### src/logic/fer_pkg.sv
`default_nettype none
package fer_pkg;
	// ****************************************
	// Bus geometry
	// ****************************************
	localparam int FER_ADDR_W = 12;
	localparam logic [1:0] FER_RESP_OKAY = 2'h0;
	localparam logic [1:0] FER_RESP_SLVERR = 2'h2;
	localparam logic [31:0] FER_RST_WORD = 32'h0;

	// ****************************************
	// Register offsets
	// ****************************************
	localparam logic [11:0] FER_OFF_CAP = 12'h010;
	localparam logic [11:0] FER_OFF_STATUS = 12'h020;
	localparam logic [11:0] FER_OFF_MASK = 12'h024;
	localparam logic [11:0] FER_OFF_CTRL = 12'h028;
	localparam logic [11:0] FER_OFF_MSG_DATA = 12'h03c;
	localparam logic [11:0] FER_OFF_MSG_ADDR = 12'h040;
	localparam logic [11:0] FER_OFF_MSG_UADDR = 12'h044;
	localparam logic [11:0] FER_OFF_REC_BASE = 12'h200;

	// ****************************************
	// Record layout
	// ****************************************
	localparam int FER_NUM_REC = 4;
	localparam int FER_REC_IDX_W = 2;
	localparam int FER_REC_IDX_LSB = 4;
	localparam int FER_REC_DW_LSB = 2;
	localparam int FER_REC_SPAN_LSB = 6;
	localparam int FER_REC_STRIDE = 16;
	localparam int FER_F_BIT = 127;
	localparam int FER_T_BIT = 126;
	localparam int FER_FR_HI = 103;
	localparam int FER_FR_LO = 96;
	localparam int FER_TAG_HI = 79;
	localparam int FER_TAG_LO = 64;
	localparam int FER_FI_HI = 63;
	localparam int FER_FI_LO = 12;
	localparam int FER_IDX_LO = 48;
	localparam int FER_MAX_GUEST_ADDR_WIDTH = 48;
	localparam logic FER_EXT_DATA_SUP = 1'h1;
	localparam logic FER_EXT_INTR_SUP = 1'h1;

	// ****************************************
	// Control, status and capability fields
	// ****************************************
	localparam int FER_CTRL_EVT_EN = 0;
	localparam int FER_CTRL_PLOG = 1;
	localparam int FER_ST_LOGGED = 0;
	localparam int FER_ST_OVF = 1;
	localparam int FER_ST_W = 2;
	localparam int FER_CAP_OFS_LSB = 8;

	typedef enum logic [1:0] {
		FER_MW_IDLE = 2'h1,
		FER_MW_SEND = 2'h2
	} fer_mw_state_t;
endpackage
`default_nettype wire

### src/logic/fer_regs.sv
// The implementer's own choice: the AXI4-Lite slave port.
`timescale 1ns/100ps
`default_nettype none
module fer_regs (
	input wire logic mclk,
	input wire logic rst_n,
	input wire logic pwr_good_rst_n,
	input wire logic [fer_pkg::FER_ADDR_W-1:0] s_axi_awaddr,
	input wire logic s_axi_awvalid,
	output logic s_axi_awready,
	input wire logic [31:0] s_axi_wdata,
	input wire logic [3:0] s_axi_wstrb,
	input wire logic s_axi_wvalid,
	output logic s_axi_wready,
	output logic [1:0] s_axi_bresp,
	output logic s_axi_bvalid,
	input wire logic s_axi_bready,
	input wire logic [fer_pkg::FER_ADDR_W-1:0] s_axi_araddr,
	input wire logic s_axi_arvalid,
	output logic s_axi_arready,
	output logic [31:0] s_axi_rdata,
	output logic [1:0] s_axi_rresp,
	output logic s_axi_rvalid,
	input wire logic s_axi_rready,
	input wire logic fault_valid,
	input wire logic [15:0] fault_requester_tag,
	input wire logic [7:0] fault_reason_code,
	input wire logic fault_is_read,
	input wire logic fault_is_intr,
	input wire logic [51:0] fault_page_addr,
	input wire logic [15:0] fault_intr_index,
	output logic msg_wr_valid,
	input wire logic msg_wr_ready,
	output logic [63:0] msg_wr_addr,
	output logic [31:0] msg_wr_data,
	output logic irq
);
	import fer_pkg::*;

	localparam int NR = FER_NUM_REC;
	localparam logic [51:0] PAGE_KEEP = 52'({1'h1, {FER_MAX_GUEST_ADDR_WIDTH{1'h0}}} - 1) >> FER_FI_LO;
	localparam logic [31:0] CAP_WORD = 32'((FER_OFF_REC_BASE / FER_REC_STRIDE) << FER_CAP_OFS_LSB)
		| 32'(NR - 1);

	// ****************************************
	// Storage
	// ****************************************
	logic [31:0] msg_data_reg;
	logic [31:0] msg_addr_reg;
	logic [31:0] msg_uaddr_reg;
	logic [1:0] ctrl_reg;
	logic [FER_ST_W-1:0] status_reg;
	logic [FER_ST_W-1:0] mask_reg;
	logic bvalid_reg;
	logic [1:0] bresp_reg;
	logic rvalid_reg;
	logic [1:0] rresp_reg;
	logic [31:0] rdata_reg;
	logic msg_pend_reg;

	logic [126:0] rec_body [NR];
	logic [NR-1:0] rec_arm;
	logic [NR-1:0] rec_flag;
	logic [NR-1:0] rec_cap;
	logic [NR-1:0] rec_clr;
	logic [NR-1:0] rec_hit;

	// ****************************************
	// Write channel decode
	// ****************************************
	wire wr_fire = s_axi_awvalid & s_axi_wvalid & ~bvalid_reg;
	wire [9:0] wr_dw = s_axi_awaddr[11:2];
	wire wr_sel_data = (wr_dw == FER_OFF_MSG_DATA[11:2]);
	wire wr_sel_addr = (wr_dw == FER_OFF_MSG_ADDR[11:2]);
	wire wr_sel_uaddr = (wr_dw == FER_OFF_MSG_UADDR[11:2]);
	wire wr_sel_ctrl = (wr_dw == FER_OFF_CTRL[11:2]);
	wire wr_sel_status = (wr_dw == FER_OFF_STATUS[11:2]);
	wire wr_sel_mask = (wr_dw == FER_OFF_MASK[11:2]);
	wire wr_sel_cap = (wr_dw == FER_OFF_CAP[11:2]);
	wire wr_sel_rec = (s_axi_awaddr[11:FER_REC_SPAN_LSB] == FER_OFF_REC_BASE[11:FER_REC_SPAN_LSB]);
	wire [FER_REC_IDX_W-1:0] wr_rec_idx = s_axi_awaddr[FER_REC_IDX_LSB +: FER_REC_IDX_W];
	wire [1:0] wr_rec_dw = s_axi_awaddr[FER_REC_DW_LSB +: 2];
	wire wr_mapped = wr_sel_data | wr_sel_addr | wr_sel_uaddr | wr_sel_ctrl | wr_sel_status
		| wr_sel_mask | wr_sel_cap | wr_sel_rec;
	wire wr_flag_clr = wr_fire & wr_sel_rec & (wr_rec_dw == 2'h3) & s_axi_wstrb[3]
		& s_axi_wdata[31];

	function automatic logic [31:0] strobe_merge(input logic [31:0] old_v,
		input logic [31:0] new_v, input logic [3:0] strb);
		logic [31:0] res;
		res = old_v;
		for (int b = 0; b < 4; b++) begin
			if (strb[b]) begin
				res[8*b +: 8] = new_v[8*b +: 8];
			end
		end
		return res;
	endfunction

	wire [31:0] data_merged = strobe_merge(msg_data_reg, s_axi_wdata, s_axi_wstrb);
	wire [31:0] addr_merged = strobe_merge(msg_addr_reg, s_axi_wdata, s_axi_wstrb);
	wire [31:0] uaddr_merged = strobe_merge(msg_uaddr_reg, s_axi_wdata, s_axi_wstrb);
	wire [31:0] data_keep = FER_EXT_DATA_SUP ? 32'hffffffff : 32'h0000ffff;
	wire [31:0] uaddr_keep = FER_EXT_INTR_SUP ? 32'hffffffff : 32'h0;
	wire [FER_ST_W-1:0] st_w1c = (wr_fire & wr_sel_status & s_axi_wstrb[0])
		? s_axi_wdata[FER_ST_W-1:0] : '0;

	// ****************************************
	// Fault capture
	// ****************************************
	wire plog_en = ctrl_reg[FER_CTRL_PLOG];
	wire evt_en = ctrl_reg[FER_CTRL_EVT_EN];
	wire [NR-1:0] rec_used = rec_arm | rec_flag;
	wire tag_hit = |rec_hit;
	wire log_req = fault_valid & plog_en & ~tag_hit;
	wire [51:0] fi_val = fault_is_intr
		? {fault_intr_index, 36'h0}
		: (fault_page_addr & PAGE_KEEP);
	wire [126:0] cap_body = {fault_is_read, 2'h0, 20'h0, fault_reason_code, 16'h0,
		fault_requester_tag, fi_val, 12'h0};
	logic [NR-1:0] free_pick;
	wire no_free = log_req & ~|free_pick;
	wire rec_event = |rec_arm;

	always_comb begin
		free_pick = '0;
		for (int i = NR - 1; i >= 0; i--) begin
			if (!rec_used[i]) begin
				free_pick = NR'(1) << i;
			end
		end
	end

	genvar gi;
	generate
		for (gi = 0; gi < NR; gi++) begin : g_rec
			assign rec_hit[gi] = rec_used[gi]
				& (rec_body[gi][FER_TAG_HI:FER_TAG_LO] == fault_requester_tag);
			assign rec_cap[gi] = log_req & free_pick[gi];
			assign rec_clr[gi] = wr_flag_clr & (wr_rec_idx == FER_REC_IDX_W'(gi));
			fer_record_slot u_slot (
				.mclk(mclk),
				.pwr_good_rst_n(pwr_good_rst_n),
				.cap_en(rec_cap[gi]),
				.cap_body(cap_body),
				.clr_flag(rec_clr[gi]),
				.body(rec_body[gi]),
				.arm(rec_arm[gi]),
				.flag(rec_flag[gi])
			);
		end
	endgenerate

	// ****************************************
	// Read channel decode
	// ****************************************
	wire ar_fire = s_axi_arvalid & ~rvalid_reg;
	wire [9:0] rd_dw = s_axi_araddr[11:2];
	wire rd_sel_rec = (s_axi_araddr[11:FER_REC_SPAN_LSB] == FER_OFF_REC_BASE[11:FER_REC_SPAN_LSB]);
	wire [FER_REC_IDX_W-1:0] rd_rec_idx = s_axi_araddr[FER_REC_IDX_LSB +: FER_REC_IDX_W];
	wire [1:0] rd_rec_dw = s_axi_araddr[FER_REC_DW_LSB +: 2];
	wire [127:0] rd_rec = {rec_flag[rd_rec_idx], rec_body[rd_rec_idx]};
	wire [31:0] rd_rec_word = rd_rec[32*rd_rec_dw +: 32];
	logic [31:0] rd_word;
	logic rd_ok;

	always_comb begin
		rd_ok = 1'h1;
		case (rd_dw)
			FER_OFF_CAP[11:2]: rd_word = CAP_WORD;
			FER_OFF_STATUS[11:2]: rd_word = 32'(status_reg);
			FER_OFF_MASK[11:2]: rd_word = 32'(mask_reg);
			FER_OFF_CTRL[11:2]: rd_word = 32'(ctrl_reg);
			FER_OFF_MSG_DATA[11:2]: rd_word = msg_data_reg;
			FER_OFF_MSG_ADDR[11:2]: rd_word = msg_addr_reg;
			FER_OFF_MSG_UADDR[11:2]: rd_word = msg_uaddr_reg;
			default: begin
				rd_word = rd_sel_rec ? rd_rec_word : FER_RST_WORD;
				rd_ok = rd_sel_rec;
			end
		endcase
	end

	// ****************************************
	// Register updates
	// ****************************************
	always_ff @(posedge mclk or negedge rst_n) begin
		if (!rst_n) begin
			msg_data_reg <= FER_RST_WORD;
			msg_addr_reg <= FER_RST_WORD;
			msg_uaddr_reg <= FER_RST_WORD;
			ctrl_reg <= '0;
			mask_reg <= '0;
		end else if (wr_fire) begin
			if (wr_sel_data) begin
				msg_data_reg <= data_merged & data_keep;
			end
			if (wr_sel_addr) begin
				msg_addr_reg <= {addr_merged[31:2], 2'h0};
			end
			if (wr_sel_uaddr) begin
				msg_uaddr_reg <= uaddr_merged & uaddr_keep;
			end
			if (wr_sel_ctrl && s_axi_wstrb[0]) begin
				ctrl_reg <= s_axi_wdata[1:0];
			end
			if (wr_sel_mask && s_axi_wstrb[0]) begin
				mask_reg <= s_axi_wdata[FER_ST_W-1:0];
			end
		end
	end

	// Sticky events: a new event in the clearing cycle survives the clear
	always_ff @(posedge mclk or negedge rst_n) begin
		if (!rst_n) begin
			status_reg <= '0;
		end else begin
			status_reg <= (status_reg & ~st_w1c) | {no_free, rec_event};
		end
	end

	always_ff @(posedge mclk or negedge rst_n) begin
		if (!rst_n) begin
			bvalid_reg <= 1'h0;
			bresp_reg <= FER_RESP_OKAY;
			rvalid_reg <= 1'h0;
			rresp_reg <= FER_RESP_OKAY;
			rdata_reg <= FER_RST_WORD;
		end else begin
			if (wr_fire) begin
				bvalid_reg <= 1'h1;
				bresp_reg <= wr_mapped ? FER_RESP_OKAY : FER_RESP_SLVERR;
			end else if (s_axi_bready) begin
				bvalid_reg <= 1'h0;
			end
			if (ar_fire) begin
				rvalid_reg <= 1'h1;
				rresp_reg <= rd_ok ? FER_RESP_OKAY : FER_RESP_SLVERR;
				rdata_reg <= rd_word;
			end else if (s_axi_rready) begin
				rvalid_reg <= 1'h0;
			end
		end
	end

	assign s_axi_awready = wr_fire;
	assign s_axi_wready = wr_fire;
	assign s_axi_bvalid = bvalid_reg;
	assign s_axi_bresp = bresp_reg;
	assign s_axi_arready = ~rvalid_reg;
	assign s_axi_rvalid = rvalid_reg;
	assign s_axi_rresp = rresp_reg;
	assign s_axi_rdata = rdata_reg;
	assign irq = |(status_reg & mask_reg);

	// ****************************************
	// Fault event message
	// ****************************************
	logic mw_busy;
	// One message is kept pending; further events while pending fold into it
	wire msg_fire = msg_pend_reg & evt_en & ~mw_busy;

	always_ff @(posedge mclk or negedge rst_n) begin
		if (!rst_n) begin
			msg_pend_reg <= 1'h0;
		end else begin
			msg_pend_reg <= (msg_pend_reg & ~msg_fire) | (rec_event & evt_en);
		end
	end

	fer_msg_writer u_msg (
		.mclk(mclk),
		.rst_n(rst_n),
		.fire(msg_fire),
		.addr_low(msg_addr_reg),
		.addr_high(msg_uaddr_reg),
		.data(msg_data_reg),
		.busy(mw_busy),
		.msg_wr_valid(msg_wr_valid),
		.msg_wr_ready(msg_wr_ready),
		.msg_wr_addr(msg_wr_addr),
		.msg_wr_data(msg_wr_data)
	);
endmodule
`default_nettype wire

### src/logic/fer_record_slot.sv
`timescale 1ns/100ps
`default_nettype none
module fer_record_slot (
	input wire logic mclk,
	input wire logic pwr_good_rst_n,
	input wire logic cap_en,
	input wire logic [126:0] cap_body,
	input wire logic clr_flag,
	output logic [126:0] body,
	output logic arm,
	output logic flag
);
	import fer_pkg::*;

	logic [126:0] body_reg;
	logic arm_reg;
	logic flag_reg;

	// Only power-good reset touches the record; it is sticky otherwise
	always_ff @(posedge mclk or negedge pwr_good_rst_n) begin
		if (!pwr_good_rst_n) begin
			body_reg <= '0;
			arm_reg <= 1'h0;
			flag_reg <= 1'h0;
		end else begin
			if (cap_en) begin
				body_reg <= cap_body;
			end
			arm_reg <= cap_en;
			// Flag rises one edge after the details land; setting beats clearing
			if (arm_reg) begin
				flag_reg <= 1'h1;
			end else if (clr_flag) begin
				flag_reg <= 1'h0;
			end
		end
	end

	assign body = body_reg;
	assign arm = arm_reg;
	assign flag = flag_reg;
endmodule
`default_nettype wire

### src/logic/fer_msg_writer.sv
`timescale 1ns/100ps
`default_nettype none
module fer_msg_writer (
	input wire logic mclk,
	input wire logic rst_n,
	input wire logic fire,
	input wire logic [31:0] addr_low,
	input wire logic [31:0] addr_high,
	input wire logic [31:0] data,
	output logic busy,
	output logic msg_wr_valid,
	input wire logic msg_wr_ready,
	output logic [63:0] msg_wr_addr,
	output logic [31:0] msg_wr_data
);
	import fer_pkg::*;

	fer_mw_state_t state_reg;
	fer_mw_state_t state_next;
	logic [63:0] addr_reg;
	logic [31:0] data_reg;

	always_comb begin
		case (state_reg)
			FER_MW_IDLE: state_next = fire ? FER_MW_SEND : FER_MW_IDLE;
			FER_MW_SEND: state_next = msg_wr_ready ? FER_MW_IDLE : FER_MW_SEND;
			default: state_next = FER_MW_IDLE;
		endcase
	end

	// Address and payload are frozen at launch so software rewrites cannot tear a message
	always_ff @(posedge mclk or negedge rst_n) begin
		if (!rst_n) begin
			state_reg <= FER_MW_IDLE;
			addr_reg <= '0;
			data_reg <= '0;
		end else begin
			state_reg <= state_next;
			if (fire && state_reg == FER_MW_IDLE) begin
				addr_reg <= {addr_high, addr_low};
				data_reg <= data;
			end
		end
	end

	assign busy = (state_reg != FER_MW_IDLE);
	assign msg_wr_valid = (state_reg == FER_MW_SEND);
	assign msg_wr_addr = addr_reg;
	assign msg_wr_data = data_reg;
endmodule
`default_nettype wire

### config.mk
export PLATFORM = sky130hd
export DESIGN_NAME = fer_regs
export DESIGN_NICKNAME = d
export VERILOG_FILES = /design/src/logic/fer_pkg.sv /design/src/logic/fer_regs.sv /design/src/logic/fer_record_slot.sv /design/src/logic/fer_msg_writer.sv
export SDC_FILE = /design/constraint.sdc
export NUM_CORES = 1
export LEC_CHECK = 0
export BUFFER_PORTS_ARGS = -buffer_cell sky130_fd_sc_hd__buf_4
export CAP_MARGIN = 20
export CORE_MARGIN = 2
export CORE_UTILIZATION = 47
export DETAILED_ROUTE_END_ITERATION = 16
export PLACE_DENSITY = 0.73
export REMOVE_ABC_BUFFERS = 1
export SLEW_MARGIN = 10
export SYNTH_ARGS = -nofsm -noshare
export SYNTH_HDL_FRONTEND = slang
export SYNTH_SLANG_ARGS = --single-unit
### constraint.sdc
create_clock -name mclk -period 2.2 [get_ports mclk]
set_clock_uncertainty 0.15 [all_clocks]
set_input_delay 0.11 -clock mclk [delete_from_list [all_inputs] [get_ports mclk]]
set_output_delay 0.11 -clock mclk [all_outputs]
set_load 0.005 [all_outputs]
==> results of run 1 <==
## worst max-delay path: stages, from the launching register on
cell and delay, ps:
dfrtp_1 410, xnor2_2 230, nand4_1 170, nor4_4 310
buf_4 160, a31oi_4 120, nand2_1 220, or2_4 220
buf_12 180, clkbuf_16 180, mux2_4 310
## cell type report
cell class | count | area, µm² | share of cell area [%]
diodes | 2 | 5.00 | 0.0143
clock buffers | 85 | 1740 | 5.00
clock inverters | 23 | 285 | 0.818
inverters | 9 | 33.8 | 0.0969
multi-input cells | 1012 | 11700 | 33.5
flip-flops and latches | 549 | 13700 | 39.4
well taps | 688 | 861 | 2.47
repair buffers | 654 | 6510 | 18.7
## timing repair
action	4_1_cts	5_1_grt
hold endpoints to repair	985	0
pin swaps	12	6
setup buffers	13	8
setup endpoints to repair	312	335
hold buffers	141	0
cloned	6	24
gates resized for setup	88	265
## worst max-delay path by stage
stage | start | end | cells after the start
3_5_place_dp | g_rec[3].u_slot.body[66]$_DFFE_PN0P_ | g_rec[2].u_slot.body[33]$_DFFE_PN0P_ | 9
2_1_floorplan | u_msg.state_reg[0]$_DFF_PN1_ | u_msg.msg_wr_addr[10]$_DFFE_PN0P_ | 3
4_1_cts | g_rec[3].u_slot.body[64]$_DFFE_PN0P_ | g_rec[1].u_slot.body[65]$_DFFE_PN0P_ | 10
3_3_place_gp | g_rec[3].u_slot.body[66]$_DFFE_PN0P_ | g_rec[2].u_slot.body[52]$_DFFE_PN0P_ | 9
6_report | g_rec[3].u_slot.body[78]$_DFFE_PN0P_ | g_rec[0].u_slot.body[21]$_DFFE_PN0P_ | 10
5_1_grt | g_rec[3].u_slot.body[78]$_DFFE_PN0P_ | g_rec[0].u_slot.body[21]$_DFFE_PN0P_ | 10
## power groups by stage
stage | clock [mW] | sequential [mW] | combinational (mW)
after floorplan | 0 | 10.5 | 0.432
after global placement | 0 | 10.6 | 1.55
final | 10.4 | 10.4 | 1.87
after CTS | 10.4 | 10.4 | 1.81
after detailed placement | 0 | 10.6 | 1.59
after global routing | 10.9 | 10.4 | 2.01
## layer usage
layer  vias up  global-route usage [%]  share of wire, %  routed length (µm)
li1       7420                       -                 -                   -
met1      9078                    34.1                42               31400
met2       622                    41.4                49               37400
met3       162                    3.92               5.6                4200
met4         2                    7.47               3.4                2550
met5         -                       0             0.017                  13
## stage by stage
stage          utilization, %  setup WS [ps]  TNS, ps
2_1_floorplan               -          -1900  -702160
3_3_place_gp             55.5           -621  -167440
3_5_place_dp             55.5           -609  -166290
4_1_cts                  63.3           -422  -111230
5_1_grt                  66.4           -647  -171880
6_report                 66.4           -597  -148860
## placed cells by master, fill, tap and decap left out, types with 5 or more instances in the layout
cell,instances
a222oi_1,30
a22o_1,13
a31oi_1,18
and2_1,17
buf_12,46
buf_16,11
buf_4,417
buf_6,10
buf_8,9
bufinv_16,6
clkbuf_1,9
clkbuf_16,79
clkbuf_8,17
clkinv_2,11
dfrtp_1,548
dlygate4sd3_1,141
inv_1,5
mux2_2,209
mux2_4,300
mux2i_1,21
mux4_2,78
nand2_1,41
nand2b_1,9
nand3_1,12
nand4_1,9
nor2_1,38
nor2b_1,39
nor3_1,6
nor4_1,8
o211ai_1,14
o21a_1,16
o21ai_0,13
xnor2_1,17
xnor2_2,7
xor2_1,40
## logic make-up after synthesis
kind of cell | Yosys count | share of synthesized area, %
compound gates | 123 | 3.88
xor+xnor | 64 | 2.24
fa+ha+maj | 2 | 0.100
buf+inv | 129 | 3.11
flops | 549 | 55.0
mux | 609 | 31.1
other cells | 1 | 0.0150
simple gates | 210 | 4.47
==> results.json, run 1 <==
{
  "status": "finished with violations",
  "violations": "negative hold slack, negative setup slack",
  "fmax_ghz": 0.358,
  "switching_share_pct": 23.2,
  "power.density_nw_per_um2": 649,
  "worstMarginPinSlew_ps": 736,
  "power_mw": 22.6,
  "period_minus_slack_ps": 2800,
  "post-dp-hpwl_um": 46000,
  "yosysTopAreaCell": "dfrtp_1",
  "hold_class": "in2async",
  "start_util_pct": 47.5,
  "dieHeight_um": 234,
  "yosysSeqAreaShare_pct": 55.0,
  "async_flop_share_pct": 100,
  "die_x_um": 234,
  "fillers": 3512,
  "grt_usage_pct": 25.0,
  "drv_cap": 0,
  "cts.sinks": 549,
  "relSlewSlack_pct": 50.8,
  "grt.overflow.total": 0,
  "p_int_mw": 17.4,
  "reg2reg_to": "g_rec[0].u_slot.body[21]$_DFFE_PN0P_",
  "dieArea_um2": 55000,
  "switchingPower_mw": 5.24,
  "leakagePower_nw": 18.0,
  "dpl_cell_area_um2": 29200,
  "drtIter0Drc": 1384,
  "root_buffer": "clkbuf_16",
  "firstDrtPassIters": 7,
  "via_per_inst": 5.72,
  "setup_viol": 312,
  "synth_enable_flop_cells": 0,
  "finalNonFillerCells": 3022,
  "end_kind": "flip-flop",
  "peakVddDrop_v": 0.000582,
  "start_kind": "flip-flop",
  "num_rows": 84,
  "insertion_delay_ps": 620,
  "synth_most_common_cell": "dfrtp_1",
  "drive_above_1_share_pct": 53.0,
  "critical_path_required_ps": 2550,
  "p_clk_share_pct": 45.8,
  "r2r_cells": 10,
  "synthTopCellsByArea": "dfrtp_1, mux2_2, mux4_2, mux2_1, xor2_1",
  "slew_violations": 0,
  "syn_area_um2": 25000,
  "setup_slack_ps": -597,
  "wl_per_cell_um": 25.0,
  "clk_path_buf_depth": 3,
  "cts_tree": "yes",
  "grt_pass1_vias": 17773,
  "cp_data_arrival_time_ps": 3150,
  "antenna_found_initial": 4,
  "synth_cells": 1687,
  "core_area_um2": 52600,
  "vias": 17284,
  "rsz0062_at_grt": "true",
  "synth_top_area_share_pct": 54.9,
  "ys_types": 55,
  "io_pins": 303,
  "final_area_um2": 34900,
  "htreeDepth": 2,
  "cts_inserted_buffers": 57,
  "holdWs_ps": -3.20,
  "path_clk_slew_ps": 70,
  "grt_start_max_net_pins": 96,
  "r2r_start": "g_rec[3].u_slot.body[78]$_DFFE_PN0P_",
  "syn_to_final_growth_pct": 39.7,
  "seqPwrFrac_pct": 45.9,
  "postRouteAntennaNets": 0,
  "post-route-drc-count": 0,
  "portBuffers": 278,
  "yosys-top-cells-count": "dfrtp_1, mux2_2, mux4_2",
  "crit_type": "reg2reg",
  "reg2reg_setup_slack_ps": -600,
  "ys_warn_count": 0,
  "synth-main-ff-cell": "dfrtp_1",
  "grt_pass1_wl_um": 105000,
  "period_share_pct": 127,
  "ys_ff_latch": 549,
  "drt-total-wl_um": 75600,
  "comb_power_share_pct": 8.2,
  "largest_reg_flops": 308,
  "finalHoldViolations": 8,
  "worstPathMaxFanout": 8,
  "dp.cells": 2723,
  "postSynthAreaPerCell_um2": 14.8,
  "gp_congestion": 0.844,
  "num-nets-final": 2449
}
Note: power is estimated with default switching activity, not from simulation.
==> run 2, diff against run 1 <==
- CTS_CLUSTER_DIAMETER: default -> 30
- PLACE_DENSITY: 0.73 -> 0.71
- clock period: 2.2 -> 2.65 ns (I/O delays scaled with it)
==> run 2 against run 1 <==
Largest cell class unchanged. The flow finishes with violations (negative setup slack). Critical path depth is the same. Core utilization grew 1.2 points. Highest routed layer unchanged. Critical endpoint is now g_rec[1].u_slot.body[53]$_DFFE_PN0P_. Global-route usage grew 0.23 points. Combinational power shrank 20%. Cell count grew 0.40%. Sequential power shrank 17%. Wire length shrank 2.7%.
==> results.json, run 2 (synthesis results as in run 1) <==
{
  "grt_pass1_vias": 17966,
  "wl_per_cell_um": 24.2,
  "post-route-drc-count": 0,
  "firstDrtPassIters": 6,
  "rsz0062_at_grt": "true",
  "via_per_inst": 5.69,
  "cp_data_arrival_time_ps": 3170,
  "grt_use_met2_pct": 41.6,
  "num_rows": 84,
  "holdWs_ps": 140,
  "violations": "negative setup slack",
  "relSlewSlack_pct": 54.2,
  "grt_usage_pct": 25.2,
  "insertion_delay_ps": 640,
  "gp_congestion": 0.844,
  "portBuffers": 278,
  "die_x_um": 234,
  "worstMarginPinSlew_ps": 687,
  "post-dp-hpwl_um": 44600,
  "pre_cts_slack_ps": -213,
  "peakVddDrop_v": 0.000479,
  "met1_usage_pct": 33.3,
  "fillers": 3399,
  "syn_to_final_growth_pct": 42.2,
  "cp_cell_sequence": "xnor2_1 -> nand4_1 -> nor4_2 -> buf_4 -> a31oi_2 -> nand3b_1 -> or2_4 -> buf_12 -> buf_12 -> mux2_2",
  "postRouteAntennaNets": 0,
  "reg2reg_to": "g_rec[1].u_slot.body[53]$_DFFE_PN0P_",
  "slew_violations": 0,
  "holdPathEnd": "s_axi_rdata[6]$_DFFE_PN0P_",
  "vias": 17267,
  "dieArea_um2": 55000,
  "grt.overflow.total": 0,
  "dieHeight_um": 234,
  "start_kind": "flip-flop",
  "critical_path_required_ps": 3010,
  "period_share_pct": 106,
  "cts.sinks": 549,
  "setup_viol": 298,
  "final_common_cell": "dfrtp_1",
  "start_util_pct": 47.5,
  "timing.setup.tns_ps": -26510,
  "antenna_found_initial": 5,
  "htreeDepth": 3,
  "core_area_um2": 52600,
  "cts_tree": "yes",
  "power.density_nw_per_um2": 705,
  "cpPeakStageDelay_ps": 390,
  "drive_above_1_share_pct": 51.3,
  "r2r_start": "g_rec[3].u_slot.body[73]$_DFFE_PN0P_",
  "cts_inserted_buffers": 108,
  "io_pins": 303,
  "clk_path_buf_depth": 3,
  "worstPathMaxFanout": 12,
  "worst_path_most_repeated_cell": "buf_12",
  "end_kind": "flip-flop",
  "crit_type": "reg2reg",
  "leakagePower_nw": 18.0,
  "setup_slack_ps": -164,
  "status": "finished with violations",
  "crit_slowest_cell": "dfrtp_1",
  "r2r_cells": 10,
  "largest_reg_flops": 308,
  "path_clk_slew_ps": 50,
  "drt-total-wl_um": 73600,
  "num-nets-final": 2416,
  "met3_usage_pct": 4.57,
  "fmax_ghz": 0.355,
  "final_cell_mix": "dfrtp_1, buf_4, mux2_2",
  "hold_class": "in2reg",
  "root_buffer": "clkbuf_16",
  "drtIter0Drc": 1040,
  "busiest_layer": "met2",
  "grt_pass1_wl_um": 105000,
  "reg2reg_setup_slack_ps": -160,
  "period_minus_slack_ps": 2810,
  "grt_start_max_net_pins": 73,
  "hold_path_depth": 7,
  "min_from": "s_axi_araddr[10]",
  "drv_cap": 0,
  "finalHoldViolations": 0
}
==> run 2: changes by cell type in the layout (fill, tap and decap cells not counted), moves of 15 or more <==
cell and change:
buf_4 -73, bufinv_16 +19, clkbuf_16 +45, clkinvlp_4 +15, mux2_2 +72, mux2_4 -85
==> run 2: where the power goes <==
part,internal [mW],total (mW),switching (mW)
combinational,0.731,1.49,0.755
clock,10.3,14.9,4.62
sequential,8.54,8.64,0.0952
==> run 2: worst max-delay path by stage <==
stage                                               from                                    to  slack (ps)  cells past startpoint
finish              g_rec[3].u_slot.body[73]$_DFFE_PN0P_  g_rec[1].u_slot.body[53]$_DFFE_PN0P_        -160                     10
floorplan                   u_msg.state_reg[0]$_DFF_PN1_     u_msg.msg_wr_addr[10]$_DFFE_PN0P_       -1450                      3
global route        g_rec[0].u_slot.body[79]$_DFFE_PN0P_  g_rec[3].u_slot.body[21]$_DFFE_PN0P_        -240                      9
detailed placement  g_rec[0].u_slot.body[70]$_DFFE_PN0P_  g_rec[2].u_slot.body[38]$_DFFE_PN0P_        -210                      9
global placement    g_rec[0].u_slot.body[76]$_DFFE_PN0P_  g_rec[2].u_slot.body[34]$_DFFE_PN0P_        -160                      9
CTS                 g_rec[0].u_slot.body[70]$_DFFE_PN0P_  g_rec[3].u_slot.body[16]$_DFFE_PN0P_         -90                     10
==> run 2: worst max-delay path: cells and delay by family, from the launching register on <==
family | cells | cell delay (ps)
AOI/OAI and AO/OA | 1 | 130
buffers and inverters | 3 | 520
muxes | 1 | 350
and+or+nand+nor | 4 | 830
DFF | 1 | 390
xor gates and xnor gates | 1 | 280
==> run 2: what timing repair did <==
item | CTS | global route
pin swaps | 0 | 2
endpoints found under the setup margin | 307 | 309
buffers inserted | 8 | 16
resized for setup | 29 | 213
cloned | 3 | 19
hold endpoints to repair | 972 | 0
hold buffers | 155 | 0
==> run 2: layer usage <==
layer | part of all wire [%] | vias to the layer above
li1 | - | 7400
met1 | 41 | 9095
met2 | 49 | 624
met3 | 6.1 | 146
met4 | 3.2 | 2
met5 | 0.0095 | -
==> run 2: through the flow <==
stage	instance area [µm²]	power [mW]	std cells	utilization (%)
after global routing	35500	25.7	3032	67.6
after detailed placement	28300	10.0	2629	53.8
final	35500	25.0	3034	67.6
after CTS	34200	25.1	2997	65.0
after floorplan	24200	9.12	1570	-
after global placement	28300	10.0	2629	53.8
==> run 2: layout make-up <==
class                           instances  area (µm²)  area share (%)
Multi-Input combinational cell       1012       11300            31.7
Antenna cell                            4        10.0          0.0282
Clock inverter                         71        1100            3.09
Inverter                                9        33.8          0.0952
Clock buffer                          131        2930            8.25
Tap cell                              688         861            2.42
Sequential cell                       549       13700            38.7
Timing Repair Buffer                  570        5560            15.7
==> run 3, diff against run 2 <==
- clock period: 2.65 -> 3.34 ns (I/O delays scaled with it)
==> run 3 against run 2 <==
The run now ends clean. Sequential power is 21% lower. Register-to-register slack gained 430 ps. Total power fell by 21%. Flip-flop and latch count did not move. Final area decreased by 5.4%. Core utilization is 3.7 points lower. Count of clock-buffer cells in the layout is 18 higher. Non-clock buffer count decreased by 89. Via count down 4.5%. Critical path type is now in2reg. Critical endpoint is now s_axi_rresp[1]$_DFFE_PN0P_. Highest routed layer unchanged.
==> results.json, run 3 (synthesis results as in run 1) <==
{
  "status": "completed",
  "slew_violations": 0,
  "peakVddDrop_v": 0.000444,
  "post-dp-hpwl_um": 42900,
  "cpPeakStageDelay_ps": 640,
  "finalHoldViolations": 0,
  "holdBufCountCts": 154,
  "cts_tree": "yes",
  "setup_viol": 0,
  "finalCoreUtilization_pct": 63.9,
  "core_area_um2": 52600,
  "final_area_um2": 33600,
  "final_common_cell": "dfrtp_1",
  "start_util_pct": 47.5,
  "post-route-drc-count": 0,
  "cts_setup_buffers": 0,
  "dieHeight_um": 234,
  "comb_power_share_pct": 5.7,
  "end_kind": "flip-flop",
  "switching_share_pct": 22.3,
  "dieArea_um2": 55000,
  "io_pins": 303,
  "relSlewSlack_pct": 40.3,
  "critPathLaunch": "s_axi_araddr[10]",
  "portBuffers": 278,
  "grt.overflow.total": 0,
  "crit_slowest_cell": "dlygate4sd3_1",
  "drt-total-wl_um": 66100,
  "largest_reg_flops": 308,
  "worst_path_most_repeated_cell": "dlygate4sd3_1",
  "die_x_um": 234,
  "insertion_delay_ps": 650,
  "worstMarginPinSlew_ps": 896,
  "holdWs_ps": 2.10,
  "finalNonFillerCells": 2960,
  "cts_inserted_buffers": 117,
  "switchingPower_mw": 4.42,
  "grt_usage_pct": 24.2,
  "start_kind": "primary input",
  "worstPathMaxFanout": 4,
  "period_share_pct": 92.1,
  "drtIter0Drc": 1103,
  "wl_per_cell_um": 22.3,
  "clk_path_buf_depth": 3,
  "leakagePower_nw": 16.7,
  "num_rows": 84,
  "postRouteAntennaNets": 0,
  "drv_cap": 0,
  "final_cell_mix": "dfrtp_1, mux2_2, buf_4",
  "r2r_start": "g_rec[0].u_slot.body[76]$_DFFE_PN0P_",
  "via_per_inst": 5.57,
  "crit_type": "in2reg",
  "fillers": 3739,
  "cts.sinks": 549,
  "hold_class": "in2async",
  "p_int_mw": 15.4,
  "grt_pass1_vias": 17884,
  "num-nets-final": 2336,
  "syn_to_final_growth_pct": 34.5,
  "grt_pass1_wl_um": 102000,
  "critical_path_required_ps": 3730,
  "root_buffer": "clkbuf_16",
  "dpl_cell_area_um2": 27900,
  "p_clk_share_pct": 59.8,
  "power.density_nw_per_um2": 590,
  "ctsResizeCount": 0,
  "dp.cells": 2585,
  "drive_above_1_share_pct": 47.3,
  "cp_cell_sequence": "dlygate4sd3_1 -> buf_4 -> or4_4 -> nor3_1 -> dlygate4sd3_1 -> nand2_1 -> dlygate4sd3_1 -> a22o_1 -> dlygate4sd3_1",
  "cp_data_arrival_time_ps": 3460,
  "gp_congestion": 0.833,
  "antenna_found_initial": 2,
  "reg2reg_setup_slack_ps": 270,
  "period_minus_slack_ps": 3080,
  "seqPwrFrac_pct": 34.6,
  "htreeDepth": 3,
  "rsz0062_at_grt": "false",
  "vias": 16488,
  "path_clk_slew_ps": 50,
  "grt_start_max_net_pins": 112,
  "firstDrtPassIters": 5,
  "fmax_ghz": 0.325
}
[run 3: cell type report]
| cell class | count | area, µm² | area share (%) |
|---|---|---|---|
| Antenna cell | 1 | 2.50 | 0.00745 |
| Clock buffer | 149 | 3200 | 9.52 |
| Multi-Input combinational cell | 1012 | 10500 | 31.3 |
| Sequential cell | 549 | 13700 | 40.9 |
| Inverter | 9 | 33.8 | 0.101 |
| Timing Repair Buffer | 481 | 4310 | 12.8 |
| Tap cell | 688 | 861 | 2.56 |
| Clock inverter | 71 | 928 | 2.77 |
[run 3: worst paths after layout]
check / end / cells after the start
worst max-delay path: s_axi_rresp[1]$_DFFE_PN0P_ / 9
worst min-delay path: g_rec[3].u_slot.body[98]$_DFFE_PN0P_ / 2
worst max register to register: g_rec[1].u_slot.body[25]$_DFFE_PN0P_ / 7
worst min register to register: g_rec[0].u_slot.flag$_DFFE_PN0P_ / 1
max in group asynchronous: u_msg.msg_wr_addr[16]$_DFFE_PN0P_ / 4
min in group mclk: g_rec[1].u_slot.flag$_DFFE_PN0P_ / 6
[run 3: stage by stage]
| stage | TNS (ps) | worst slack [ps] | power (mW) |
|---|---|---|---|
| floorplan | -211770 | -764 | 7.23 |
| global placement | 0 | 378 | 7.91 |
| detailed placement | 0 | 293 | 7.93 |
| CTS | 0 | 291 | 20.0 |
| global route | 0 | 141 | 20.5 |
| finish | 0 | 263 | 19.8 |
[run 3: power groups by stage]
stage,Clock [mW],Sequential (mW),Combinational (mW)
6_report,11.8,6.86,1.12
3_3_place_gp,0,6.95,0.951
3_5_place_dp,0,6.96,0.974
4_1_cts,12.0,6.86,1.13
5_1_grt,12.4,6.86,1.22
2_1_floorplan,0,6.95,0.285
[run 3: routing by layer]
layer | vias up | wire length, µm | GRT usage, %
met1 | 8651 | 27300 | 31.0
met3 | 122 | 3730 | 4.59
li1 | 7238 | - | -
met2 | 475 | 33200 | 41.0
met4 | 2 | 1820 | 9.16
met5 | - | 11 | 0
[run 3: critical path, delay by kind of cell]
kind / cells / cell delay [ps]
and+or+nand+nor: 3 / 710
AOI/OAI and AO/OA: 1 / 180
buffers and inverters: 5 / 2420
